<file path="src/rtl/usbrs_map.svh">
// timing counts, register map and reset values of the resume and attach sequencer
`ifndef USBRS_MAP_SVH
`define USBRS_MAP_SVH
// How it works
// - remote wake K starts only after the bus has idled J for 5 ms.
// - after a wake request, resume K starts well within 10 ms.
// - suspend is released at wake start or when incoming resume K begins.
// - resume K drives opmode 10, full-speed selects, txvalid and zero data.
// - a link suspended in full-speed keeps both selects high after resume.
// - resume K lasts at least 1 ms and at most 15 ms.
// - a link suspended in high-speed restores it within 1.25 us after SE0.
// - resume detection follows line state J, then K, then closing SE0.
// - suspend is left on the J to K transition, not on SE0.
// - within 1.25 us of SE0 the previous speed mode is restored.
// - full-speed resume keeps full-speed terminations enabled.
// - high-speed resume finishes its termination switch within 1.25 us.
// - at attach both selects go to full-speed, enabling the pull-up.
// - SE0 at debounce end is a bus reset; the link drops to full-speed and clears a pending wake.
// - attach follows bus power valid; debounce lasts at least 100 ms.
// - a bus state is qualified only after a continuous 2.5 us.
`define USBRS_CLK_KHZ 200000
`define USBRS_CLK_MHZ 200
`define USBRS_T_IDLE_MS 5
`define USBRS_IDLE_CYC (`USBRS_T_IDLE_MS * `USBRS_CLK_KHZ)
`define USBRS_T_WAKE_MS 10
`define USBRS_WAKE_CYC (`USBRS_T_WAKE_MS * `USBRS_CLK_KHZ)
`define USBRS_T_STAB_MS 2
`define USBRS_STAB_CYC (`USBRS_T_STAB_MS * `USBRS_CLK_KHZ)
`define USBRS_T_KMIN_MS 1
`define USBRS_KMIN_CYC (`USBRS_T_KMIN_MS * `USBRS_CLK_KHZ)
`define USBRS_T_KMAX_MS 15
`define USBRS_KMAX_CYC (`USBRS_T_KMAX_MS * `USBRS_CLK_KHZ)
`define USBRS_T_KDEF_MS 2
`define USBRS_KTIME_RST (`USBRS_T_KDEF_MS * `USBRS_CLK_KHZ)
`define USBRS_T_DEB_MS 100
`define USBRS_DEB_CYC (`USBRS_T_DEB_MS * `USBRS_CLK_KHZ)
`define USBRS_T_FILT_NS 2500
`define USBRS_FILT_CYC ((`USBRS_T_FILT_NS * `USBRS_CLK_MHZ + 999) / 1000)
`define USBRS_T_EOP_NS 1250
`define USBRS_EOP_CYC ((`USBRS_T_EOP_NS * `USBRS_CLK_MHZ) / 1000)
`define USBRS_OFF_CTRL 4'h0
`define USBRS_OFF_STAT 4'h4
`define USBRS_OFF_KTIME 4'h8
`define USBRS_CTRL_ATTACH 0
`define USBRS_CTRL_RWAKE 1
`define USBRS_CTRL_HS 2
`define USBRS_CTRL_SUSP 3
`define USBRS_CTRL_WAKE 4
`define USBRS_STAT_BRST 8
`define USBRS_STAT_RES 9
`define USBRS_LS_SE0 2'h0
`define USBRS_LS_J 2'h1
`define USBRS_LS_K 2'h2
`define USBRS_OPM_NORM 2'h0
`define USBRS_OPM_RAW 2'h2
`endif

</file>
<file path="src/rtl/usbrs_pkg.sv">
// types of the resume and attach sequencer
`include "usbrs_map.svh"
package usbrs_pkg;
	typedef enum logic [3:0] {
		USBRS_OFF = 4'h0,
		USBRS_DEB = 4'h1,
		USBRS_RUN = 4'h2,
		USBRS_SUSP = 4'h3,
		USBRS_WAKE = 4'h4,
		USBRS_DRVK = 4'h5,
		USBRS_WSE0 = 4'h6,
		USBRS_RXRES = 4'h7
	} usbrs_fsm_t;

	typedef struct packed {
		usbrs_fsm_t fsm;
		logic [24:0] tmr;
		logic [24:0] idle;
		logic [24:0] ktime;
		logic [1:0] last_q;
		logic attach_en;
		logic rwake_en;
		logic hs;
		logic hs_was;
		logic wake_pend;
		logic bus_rst;
		logic res_done;
		logic ack;
		logic [31:0] dat_r;
		logic suspendn;
		logic [1:0] opmode;
		logic xcvr;
		logic term;
		logic txvalid;
		logic [7:0] data;
	} usbrs_st_t;

	typedef struct packed {
		logic [1:0] cur;
		logic [9:0] cnt;
		logic [1:0] qual;
	} usbrs_flt_t;
endpackage : usbrs_pkg

</file>
<file path="src/rtl/usbrs_filt.sv">
// line state qualifier: passes a state on after it held for the filter time
`include "usbrs_map.svh"
module usbrs_filt
	import usbrs_pkg::*;
(
	input wire logic sys_clk,
	input wire logic rstn,
	input wire logic ce,
	input wire logic [1:0] line_in,
	output logic [1:0] line_q
);
	localparam logic [9:0] FILT_LAST = 10'(`USBRS_FILT_CYC - 1);
	usbrs_flt_t st;
	usbrs_flt_t next_st;

	always_comb
	begin
		next_st = st;
		if (line_in != st.cur)
		begin
			next_st.cur = line_in;
			next_st.cnt = 10'h000;
		end
		else if (st.cnt != FILT_LAST)
			next_st.cnt = st.cnt + 10'h001;
		else
			next_st.qual = st.cur;
	end

	always_ff @(posedge sys_clk or negedge rstn)
	begin
		if (!rstn)
			st <= '0;
		else if (ce)
			st <= next_st;
	end

	assign line_q = st.qual;
endmodule : usbrs_filt

</file>
<file path="src/rtl/usbrs_link.sv">
// link-side suspend, resume and attach sequencer driving the transceiver controls
`include "usbrs_map.svh"
module usbrs_link
	import usbrs_pkg::*;
#(
	parameter logic [24:0] P_IDLE_CYC = 25'(`USBRS_IDLE_CYC),
	parameter logic [24:0] P_STAB_CYC = 25'(`USBRS_STAB_CYC),
	parameter logic [24:0] P_KMIN_CYC = 25'(`USBRS_KMIN_CYC),
	parameter logic [24:0] P_KMAX_CYC = 25'(`USBRS_KMAX_CYC),
	parameter logic [24:0] P_DEB_CYC = 25'(`USBRS_DEB_CYC)
)
(
	input wire logic sys_clk,
	input wire logic rstn,
	input wire logic ce,
	input wire logic wb_cyc,
	input wire logic wb_stb,
	input wire logic wb_we,
	input wire logic [3:0] wb_adr,
	input wire logic [3:0] wb_sel,
	input wire logic [31:0] wb_dat_w,
	output logic [31:0] wb_dat_r,
	output logic wb_ack,
	input wire logic vbus_valid,
	input wire logic [1:0] linestate,
	output logic suspendn,
	output logic [1:0] opmode,
	output logic termselect,
	output logic xcvrselect,
	output logic txvalid,
	output logic [7:0] data_out
);
	localparam int EOP_CYC = `USBRS_EOP_CYC;
	localparam logic [24:0] WAKE_LIM = 25'(`USBRS_WAKE_CYC);

	usbrs_st_t st;
	usbrs_st_t next_st;
	logic [1:0] line_q;
	logic [24:0] klen;
	logic [31:0] wmask;
	logic req;
	logic wr;
	logic sus_go;
	logic wake_go;

	// ****************************************
	// byte lane mask
	// ****************************************
	function automatic logic [31:0] usbrs_bmask(input logic [3:0] sel);
		logic [31:0] m;
		m = 32'h0000_0000;
		for (int i = 0; i < 4; i++)
			m[i * 8 +: 8] = {8{sel[i]}};
		return m;
	endfunction : usbrs_bmask

	// ****************************************
	// line state qualifier
	// ****************************************
	usbrs_filt u_filt (
		.sys_clk(sys_clk),
		.rstn(rstn),
		.ce(ce),
		.line_in(linestate),
		.line_q(line_q)
	);

	// ****************************************
	// next state
	// ****************************************
	always_comb
	begin
		next_st = st;
		req = wb_cyc && wb_stb && !st.ack;
		wr = req && wb_we;
		wmask = usbrs_bmask(wb_sel);
		sus_go = 1'b0;
		wake_go = 1'b0;
		// resume K length clamped to its legal window
		if (st.ktime < P_KMIN_CYC)
			klen = P_KMIN_CYC;
		else if (st.ktime > P_KMAX_CYC)
			klen = P_KMAX_CYC;
		else
			klen = st.ktime;
		next_st.ack = req;
		next_st.dat_r = 32'h0000_0000;
		if (req && !wb_we)
		begin
			case (wb_adr)
				`USBRS_OFF_CTRL:
					next_st.dat_r = {29'h0000_0000, st.hs, st.rwake_en, st.attach_en};
				`USBRS_OFF_STAT:
					next_st.dat_r = {22'h00_0000, st.res_done, st.bus_rst, st.wake_pend,
						st.hs_was, line_q, st.fsm};
				`USBRS_OFF_KTIME:
					next_st.dat_r = {7'h00, st.ktime};
				default:
					next_st.dat_r = 32'h0000_0000;
			endcase
		end
		if (wr && wb_adr == `USBRS_OFF_CTRL && wb_sel[0])
		begin
			next_st.attach_en = wb_dat_w[`USBRS_CTRL_ATTACH];
			next_st.rwake_en = wb_dat_w[`USBRS_CTRL_RWAKE];
			next_st.hs = wb_dat_w[`USBRS_CTRL_HS];
			sus_go = wb_dat_w[`USBRS_CTRL_SUSP];
			wake_go = wb_dat_w[`USBRS_CTRL_WAKE];
		end
		if (wr && wb_adr == `USBRS_OFF_KTIME)
			next_st.ktime = (st.ktime & ~wmask[24:0]) | (wb_dat_w[24:0] & wmask[24:0]);
		// status clear comes first so a same-cycle set wins
		if (wr && wb_adr == `USBRS_OFF_STAT)
		begin
			if (wmask[`USBRS_STAT_BRST] && wb_dat_w[`USBRS_STAT_BRST])
				next_st.bus_rst = 1'b0;
			if (wmask[`USBRS_STAT_RES] && wb_dat_w[`USBRS_STAT_RES])
				next_st.res_done = 1'b0;
		end

		// continuous idle J time while suspended
		if ((st.fsm == USBRS_SUSP || st.fsm == USBRS_WAKE) && linestate == `USBRS_LS_J)
		begin
			if (st.idle != P_IDLE_CYC)
				next_st.idle = st.idle + 25'h000_0001;
		end
		else
			next_st.idle = 25'h000_0000;
		next_st.last_q = line_q;
		next_st.tmr = st.tmr + 25'h000_0001;

		unique case (st.fsm)
			USBRS_OFF:
			begin
				if (vbus_valid && st.attach_en)
				begin
					next_st.fsm = USBRS_DEB;
					next_st.tmr = 25'h000_0000;
				end
			end
			USBRS_DEB:
			begin
				if (st.tmr == P_DEB_CYC - 25'h000_0001)
				begin
					next_st.fsm = USBRS_RUN;
					if (linestate == `USBRS_LS_SE0)
					begin
						next_st.bus_rst = 1'b1;
						next_st.hs = 1'b0;
						next_st.wake_pend = 1'b0;
					end
				end
			end
			USBRS_RUN:
			begin
				if (sus_go)
				begin
					next_st.fsm = USBRS_SUSP;
					next_st.hs_was = st.hs;
					next_st.wake_pend = 1'b0;
				end
			end
			USBRS_SUSP:
			begin
				if (wake_go)
					next_st.wake_pend = 1'b1;
				if (st.last_q == `USBRS_LS_J && line_q == `USBRS_LS_K)
				begin
					next_st.fsm = USBRS_RXRES;
					next_st.wake_pend = 1'b0;
				end
				else if ((st.wake_pend || wake_go) && st.rwake_en && st.idle == P_IDLE_CYC)
				begin
					next_st.fsm = USBRS_WAKE;
					next_st.wake_pend = 1'b0;
					next_st.tmr = 25'h000_0000;
				end
			end
			USBRS_WAKE:
			begin
				if (st.tmr == P_STAB_CYC - 25'h000_0001)
				begin
					next_st.fsm = USBRS_DRVK;
					next_st.tmr = 25'h000_0000;
				end
			end
			USBRS_DRVK:
			begin
				// >= so a shorter ktime written during K still ends it
				if (st.tmr >= klen - 25'h000_0001)
					next_st.fsm = USBRS_WSE0;
			end
			USBRS_WSE0, USBRS_RXRES:
			begin
				if (linestate == `USBRS_LS_SE0)
				begin
					next_st.fsm = USBRS_RUN;
					next_st.hs = st.hs_was;
					next_st.res_done = 1'b1;
				end
			end
			default:
				next_st.fsm = USBRS_OFF;
		endcase
		if (!vbus_valid)
			next_st.fsm = USBRS_OFF;

		// transceiver controls follow the next state
		next_st.data = 8'h00;
		next_st.opmode = `USBRS_OPM_NORM;
		next_st.txvalid = 1'b0;
		next_st.suspendn = 1'b1;
		next_st.xcvr = 1'b1;
		next_st.term = 1'b1;
		unique case (next_st.fsm)
			USBRS_OFF:
				next_st.term = 1'b0;
			USBRS_RUN:
			begin
				next_st.xcvr = !next_st.hs;
				next_st.term = !next_st.hs;
			end
			USBRS_SUSP:
				next_st.suspendn = 1'b0;
			USBRS_DRVK:
			begin
				next_st.opmode = `USBRS_OPM_RAW;
				next_st.txvalid = 1'b1;
			end
			default:
				next_st.suspendn = 1'b1;
		endcase
	end

	// ****************************************
	// state register
	// ****************************************
	always_ff @(posedge sys_clk or negedge rstn)
	begin
		if (!rstn)
		begin
			st <= '0;
			st.ktime <= 25'(`USBRS_KTIME_RST);
			st.suspendn <= 1'b1;
			st.xcvr <= 1'b1;
		end
		else if (ce)
			st <= next_st;
	end

	assign wb_dat_r = st.dat_r;
	assign wb_ack = st.ack;
	assign suspendn = st.suspendn;
	assign opmode = st.opmode;
	assign termselect = st.term;
	assign xcvrselect = st.xcvr;
	assign txvalid = st.txvalid;
	assign data_out = st.data;
endmodule : usbrs_link

</file>
<file path="config.mk">
export PLATFORM = sky130hd
export DESIGN_NAME = usbrs_link
export DESIGN_NICKNAME = d
export VERILOG_FILES = /design/src/rtl/usbrs_pkg.sv /design/src/rtl/usbrs_filt.sv /design/src/rtl/usbrs_link.sv
export VERILOG_INCLUDE_DIRS = /design/src /design/src/rtl
export SDC_FILE = /design/constraint.sdc
export NUM_CORES = 1
export LEC_CHECK = 0
export ABC_AREA = 1
export BUFFER_PORTS_ARGS = -buffer_cell sky130_fd_sc_hd__buf_2
export CAP_MARGIN = 15
export CORE_UTILIZATION = 55
export CTS_CLUSTER_SIZE = 12
export DETAILED_ROUTE_END_ITERATION = 10
export GPL_TIMING_DRIVEN = 0
export PLACE_DENSITY_LB_ADDON = 0.2
export SKIP_CTS_REPAIR_TIMING = 1
export SYNTH_ARGS = -nofsm -noshare
export SYNTH_HDL_FRONTEND = slang
export SYNTH_HIERARCHICAL = 1
export SYNTH_SLANG_ARGS = --single-unit
</file>
<file path="constraint.sdc">
create_clock -name sys_clk -period 7 [get_ports sys_clk]
set_input_delay 0.35 -clock sys_clk [delete_from_list [all_inputs] [get_ports sys_clk]]
set_output_delay 0.35 -clock sys_clk [all_outputs]
set_load 0.05 [all_outputs]
</file>
# ---- Yosys cells after proc, flatten, opt, wreduce, memory -nomap -nowiden
# Cells that the tools add are included.
dict set report classes {
  n_addsub 4
  order_cmp 3
  eq_ne 26
  muxes 45
  bitwise 6
  reduce_logical 35
}
# cell n
set op_table {}
lappend op_table {{$mux W25} 6}
lappend op_table {{$pmux W25 S3} 2}
lappend op_table {{$mux W29} 3}
lappend op_table {{$add A25 B1 Y25 const B} 2}
lappend op_table {{$and A25 B25 Y25} 2}
lappend op_table {{$pmux W4 S7} 1}
lappend op_table {{$eq A25 B19 Y1 const B} 1}
lappend op_table {{$eq A25 B20 Y1 const B} 1}
lappend op_table {{$eq A25 B25 Y1 const B} 1}
lappend op_table {{$ge A25 B25 Y1} 1}
lappend op_table {{$gt A25 B22 Y1 const B} 1}
lappend op_table {{$lt A25 B18 Y1 const B} 1}
lappend op_table {{$ne A25 B20 Y1 const B} 1}
lappend op_table {{$not A25 Y25} 1}
lappend op_table {{$or A25 B25 Y25} 1}
lappend op_table {{$sub A25 B1 Y25 const B} 1}
lappend op_table {{$eq A4 B3 Y1 const B} 6}
lappend op_table {{$mux W4} 6}
lappend op_table {{$mux W10} 2}
lappend op_table {{$mux W1} 18}
lappend op_table {{$eq A4 B2 Y1 const B} 4}
lappend op_table {{$logic_and A1 B1 Y1} 15}
lappend op_table {{$logic_not A4 Y1} 3}
lappend op_table {{$add A10 B1 Y10 const B} 1}
lappend op_table {{22 further kinds} 38}
dict set report word_totals {
  ff_bits 141
  input_bits 49
  output_inout_bits 47
  wordCells 141
}

# ---- Longest topological paths before layout
dict set report depth {
  word_depth 15
  mapped_depth 33
  ltp_nobuf 32
}

# ---- Modules after synthesis
# The synthesis kept the hierarchy.
# module instances cells_each area_each_um2 seq_area_each_um2
set by_module_without_submodules {}
lappend by_module_without_submodules {usbrs_link 1 1087 7913.8 2962.8}
lappend by_module_without_submodules {usbrs_filt 1 134 940.9 350.3}

# ---- Worst setup path after synthesis
# No wires, ideal clock.
dict set report synth_path {
  kind {register to register}
  startpoint {register (tool-made name)}
  endpoint {register st, in the netlist xcvrselect}
  setup_time_ps 80
  arrival_time_ps 3433
  required_time_ps 6920
  path_slack_ps 3487
  path_stages_with_launch 29
  path_buffers 1
  synth_period_minus_slack_ps 3513
  path_cell_list {dfstp_2 > nand2_1 > inv_1 > nand2_1 > nor2_1 > nand3_1 > nand3_2 > nand2_4 > buf_12 > nand2_4 > nor2_1 > inv_1 > ha_1 > nand2_1 > nor2_2 > nand3_2 > nor2_4 > nand2_1 > xor2_1 > ha_1 > nand2_1 > nor4_1 > nand3_1 > nand3_1 > nand2_1 > nand2_1 > nand3_1 > nor2_1 > a21oi_1}
}
# element line
set synth_lines {}
lappend synth_lines {{to (signal assigned)} usbrs_link.sv:248} ;# st <= next_st;
lappend synth_lines {{to (decl)} usbrs_link.sv:36} ;# usbrs_st_t st;

==> flow_summary.yaml <==
status:
  run_status: "finished, final reports clean"
yosys:
  largest_family_of_logic_cells_by_synthesized_area: "simple AND/OR/NAND/NOR gates"
  proportion_of_register_bits_with_asynchronous_set_or_reset_after_synthesis_pct: 100
  syn_area_per_cell_sq_um: 7.25
  synth-seq-cells: 132
  yosys.area_share.xor_xnor_pct: 2.18
  ys_top_cells_by_count: "sky130_fd_sc_hd__nand2_1 (255), sky130_fd_sc_hd__inv_1 (161), sky130_fd_sc_hd__nor2_1 (137), sky130_fd_sc_hd__dfrtp_1 (124), sky130_fd_sc_hd__nand3_1 (92)"
  netlist_instances: 1221
  ys_warn_count: 6
  post_synth_mux_area_share_pct: 0
  synth.yosys.seq_area_share_pct: 37.4
  synthMostInstantiatedCell: "sky130_fd_sc_hd__nand2_1"
  post_synth_and_or_nand_nor_area_fraction_pct: 32.0
  synth_top_flop_cell: "sky130_fd_sc_hd__dfrtp_1"
  complex_gate_fraction_of_the_synthesized_area_pct: 11.4
  netlist_top_cells_area: "sky130_fd_sc_hd__dfrtp_1 (35%), sky130_fd_sc_hd__nand2_1 (11%), sky130_fd_sc_hd__inv_1 (6.8%)"
  synth-edff-count: 0
  synth-adder-area-share_pct: 4.24
  synth_top_area_share_pct: 35.0
  synth_top_cell_by_area: "sky130_fd_sc_hd__dfrtp_1"
  synthesis.area_sq_um: 8850
  netlist-cell-type-count: 55
sta:
  setup_total_negative_slack_ns: 0
  rsz0062_at_grt: "no"
  period_minus_slack_ns: 4.42
  fin_hold_ws_ns: 0.165
  final_hold_viol_count: 0
  maxClockFrequency_ghz: 0.226
  max-slew-margin-rel_pct: 47.5
  final.period_utilization_pct: 63.1
  setup-violations-final: 0
  finalClockSkew_ns: 0.00885
  worst_margin_slew_ns: 0.780
  timing_max_transition_violations_final: 0
power_and_ir_drop:
  p_clk_share_pct: 48.4
  sequentialPowerShare_pct: 41.9
  cellPowerDensity_nw_per_um2: 190
  comb_power_share_pct: 9.7
  net-switching-power_w: 0.000513
  p_leak_nw: 5.14
  internal-power_w: 0.00143
  switching_share_pct: 26.4
  worst_ir_drop_vdd_mv: 0.171
placement:
  detailedPlacementHpwl_um: 16700
  routabilityCongestion: 0.927
  dpl.cell_count: 1527
  numPortBuffers: 72
global_routing:
  first_pass_grt_wire_length_um: 37400
  grt_start_max_net_pins: 78
  grt_use_total_pct: 29.0
  global_route.overflow_total: 0
  grt_antenna_before_repair: 0
  grt_pass1_vias: 7769
finish:
  antenna_cells_inserted: 0
  final_layout_size_suffix_gt1_share_pct: 17.6
  final.fill_count: 1414
  layout-area-overhead-vs-synth_pct: 15.3
  final-instance-count-excl-fill: 1560
  layout.nets: 1410
worst_setup_path:
  reg2reg_depth: 27
  crit_arrival_ns: 4.72
  critical_path.endpoint_type: "flop"
  setup.worst_path.class: "reg -> reg"
  start_kind: "flop"
  critPathRequiredTime_ns: 7.30
  critical_path.max_fanout: 10
clocking:
  cts_made_buffers: 17
  cts_sinks: 132
  cell_chosen_for_the_clock_root: "sky130_fd_sc_hd__clkbuf_16"
  ctsLongestPathBuffers: 2
  cts_tree: "yes"
  clock_tree.htree_level_count: 4
  cts.clk_slew.worst_paths_ns: 0.06
  worst_skew_pair.late_latency_ns: 0.43
floorplanning:
  die_height_um: 129
  ios: 96
  rows: 46
  die_area_sq_um: 16600
  die-width_um: 129
  start_util_pct: 55.9
  core_sq_um: 15800
drt:
  via_per_inst: 5.35
  vias: 8339
  firstDrtPassIters: 5
  dr.first_iter.drc_count: 711
  detail_route.wirelength_um: 22400
  post_drt_wl_per_cell_um: 14.3
  drc: 0
  ant_nets: 0
job:
  max_cap_viol_count: 0
min_path:
  hold_path_class: "in -> reg"
  worst_hold_depth: 3
## through the flow
stage | utilization, % | setup slack [ns] | area [sq um] | power [W]
2_1_floorplan | - | 3.49 | 8920 | 0.000945
3_3_place_gp | 60.3 | 2.81 | 9550 | 0.00101
3_5_place_dp | 60.5 | 2.75 | 9580 | 0.00101
4_1_cts | 64.5 | 2.71 | 10200 | 0.00196
5_1_grt | 64.5 | 2.26 | 10200 | 0.00202
6_report | 64.5 | 2.58 | 10200 | 0.00195
## kinds of logic after synthesis
logic type	after synthesis
other cells	2
compound gates	178
buf+inv	244
fa+ha+maj	30
simple gates	613
xor+xnor	22
flops	132
## per-layer routing
| metal | GRT usage (%) | part of all wire [%] | wire length, um |
|---|---|---|---|
| met2 | 43.8 | 44 | 9790 |
| met5 | 0 | 0 | 0 |
| met3 | 5.32 | 6.1 | 1370 |
| met1 | 41.2 | 48 | 10700 |
| met4 | 11.8 | 2.4 | 528 |
## power groups by stage
stage / combinational, W / clock [W] / sequential, W
4_1_cts: 0.000188 / 0.000953 / 0.000815
2_1_floorplan: 0.000120 / 0 / 0.000825
3_3_place_gp: 0.000180 / 0 / 0.000828
3_5_place_dp: 0.000186 / 0 / 0.000828
5_1_grt: 0.000213 / 0.000987 / 0.000818
6_report: 0.000188 / 0.000942 / 0.000815
## worst max-delay path: stages (launching register included)
cell and delay [ns]:
sky130_fd_sc_hd__dfrtp_1 0.39, sky130_fd_sc_hd__nor2_2 0.15, sky130_fd_sc_hd__nand2_1 0.10, sky130_fd_sc_hd__inv_2 0.07, sky130_fd_sc_hd__nand2_1 0.08, sky130_fd_sc_hd__nor2_1 0.28
sky130_fd_sc_hd__nand2_2 0.10, sky130_fd_sc_hd__buf_6 0.16, sky130_fd_sc_hd__buf_6 0.15, sky130_fd_sc_hd__nand3_1 0.12, sky130_fd_sc_hd__ha_1 0.19, sky130_fd_sc_hd__nand2_1 0.07
sky130_fd_sc_hd__nor2_2 0.20, sky130_fd_sc_hd__nand3_2 0.18, sky130_fd_sc_hd__nor2_4 0.18, sky130_fd_sc_hd__nand4_1 0.10, sky130_fd_sc_hd__nand2_1 0.08, sky130_fd_sc_hd__inv_1 0.04
sky130_fd_sc_hd__ha_1 0.28, sky130_fd_sc_hd__inv_1 0.05, sky130_fd_sc_hd__nor4_1 0.53, sky130_fd_sc_hd__nand3_1 0.14, sky130_fd_sc_hd__nand3_1 0.19, sky130_fd_sc_hd__nor2_1 0.06
sky130_fd_sc_hd__nor2_1 0.11, sky130_fd_sc_hd__nor2_1 0.07, sky130_fd_sc_hd__nand2_1 0.10, sky130_fd_sc_hd__o21ai_0 0.09
## final cells by class
| class | instances | area [sq um] | share of cell area, % |
|---|---|---|---|
| multi-input cells | 862 | 4480 | 43.9 |
| flip-flops and latches | 132 | 3310 | 32.4 |
| inverters | 179 | 672 | 6.58 |
| clock buffers | 20 | 467 | 4.57 |
| plain buffers | 65 | 452 | 4.42 |
| repair buffers | 74 | 404 | 3.96 |
| well taps | 216 | 270 | 2.65 |
| clock inverters | 12 | 154 | 1.51 |
## cells in the final DEF (no fill, tap or decap), types with 10 or more instances in the layout
master,instances
sky130_fd_sc_hd__xor2_1,14
sky130_fd_sc_hd__a21oi_1,67
sky130_fd_sc_hd__inv_1,161
sky130_fd_sc_hd__nor2_2,17
sky130_fd_sc_hd__dfrtp_1,124
sky130_fd_sc_hd__clkbuf_1,12
sky130_fd_sc_hd__o21ai_0,71
sky130_fd_sc_hd__nand2_1,255
sky130_fd_sc_hd__clkbuf_16,17
sky130_fd_sc_hd__inv_2,17
sky130_fd_sc_hd__o22ai_1,10
sky130_fd_sc_hd__ha_1,30
sky130_fd_sc_hd__nand3_1,92
sky130_fd_sc_hd__nor2_1,137
sky130_fd_sc_hd__buf_2,73
sky130_fd_sc_hd__conb_1,19
sky130_fd_sc_hd__nor3_1,26
sky130_fd_sc_hd__nor4_1,13
sky130_fd_sc_hd__nand4_1,29
sky130_fd_sc_hd__nand3_2,10
sky130_fd_sc_hd__buf_4,44
## path summary, 6_finish.rpt
path / startpoint / slack [ns] / end
min in group asynchronous: rstn / 0.46 / asynchronous set/reset pin
worst min register to register: wb_dat_r[22] / 0.48 / wb_dat_r[22]
worst max-delay path: flop / 2.58 / st[131]
worst min-delay path: wb_dat_w[12] / 0.16 / flop
max in group asynchronous: rstn / 5.75 / xcvrselect
worst max register to register: flop / 2.58 / st[131]
Note: power is estimated with default switching activity, not from simulation.
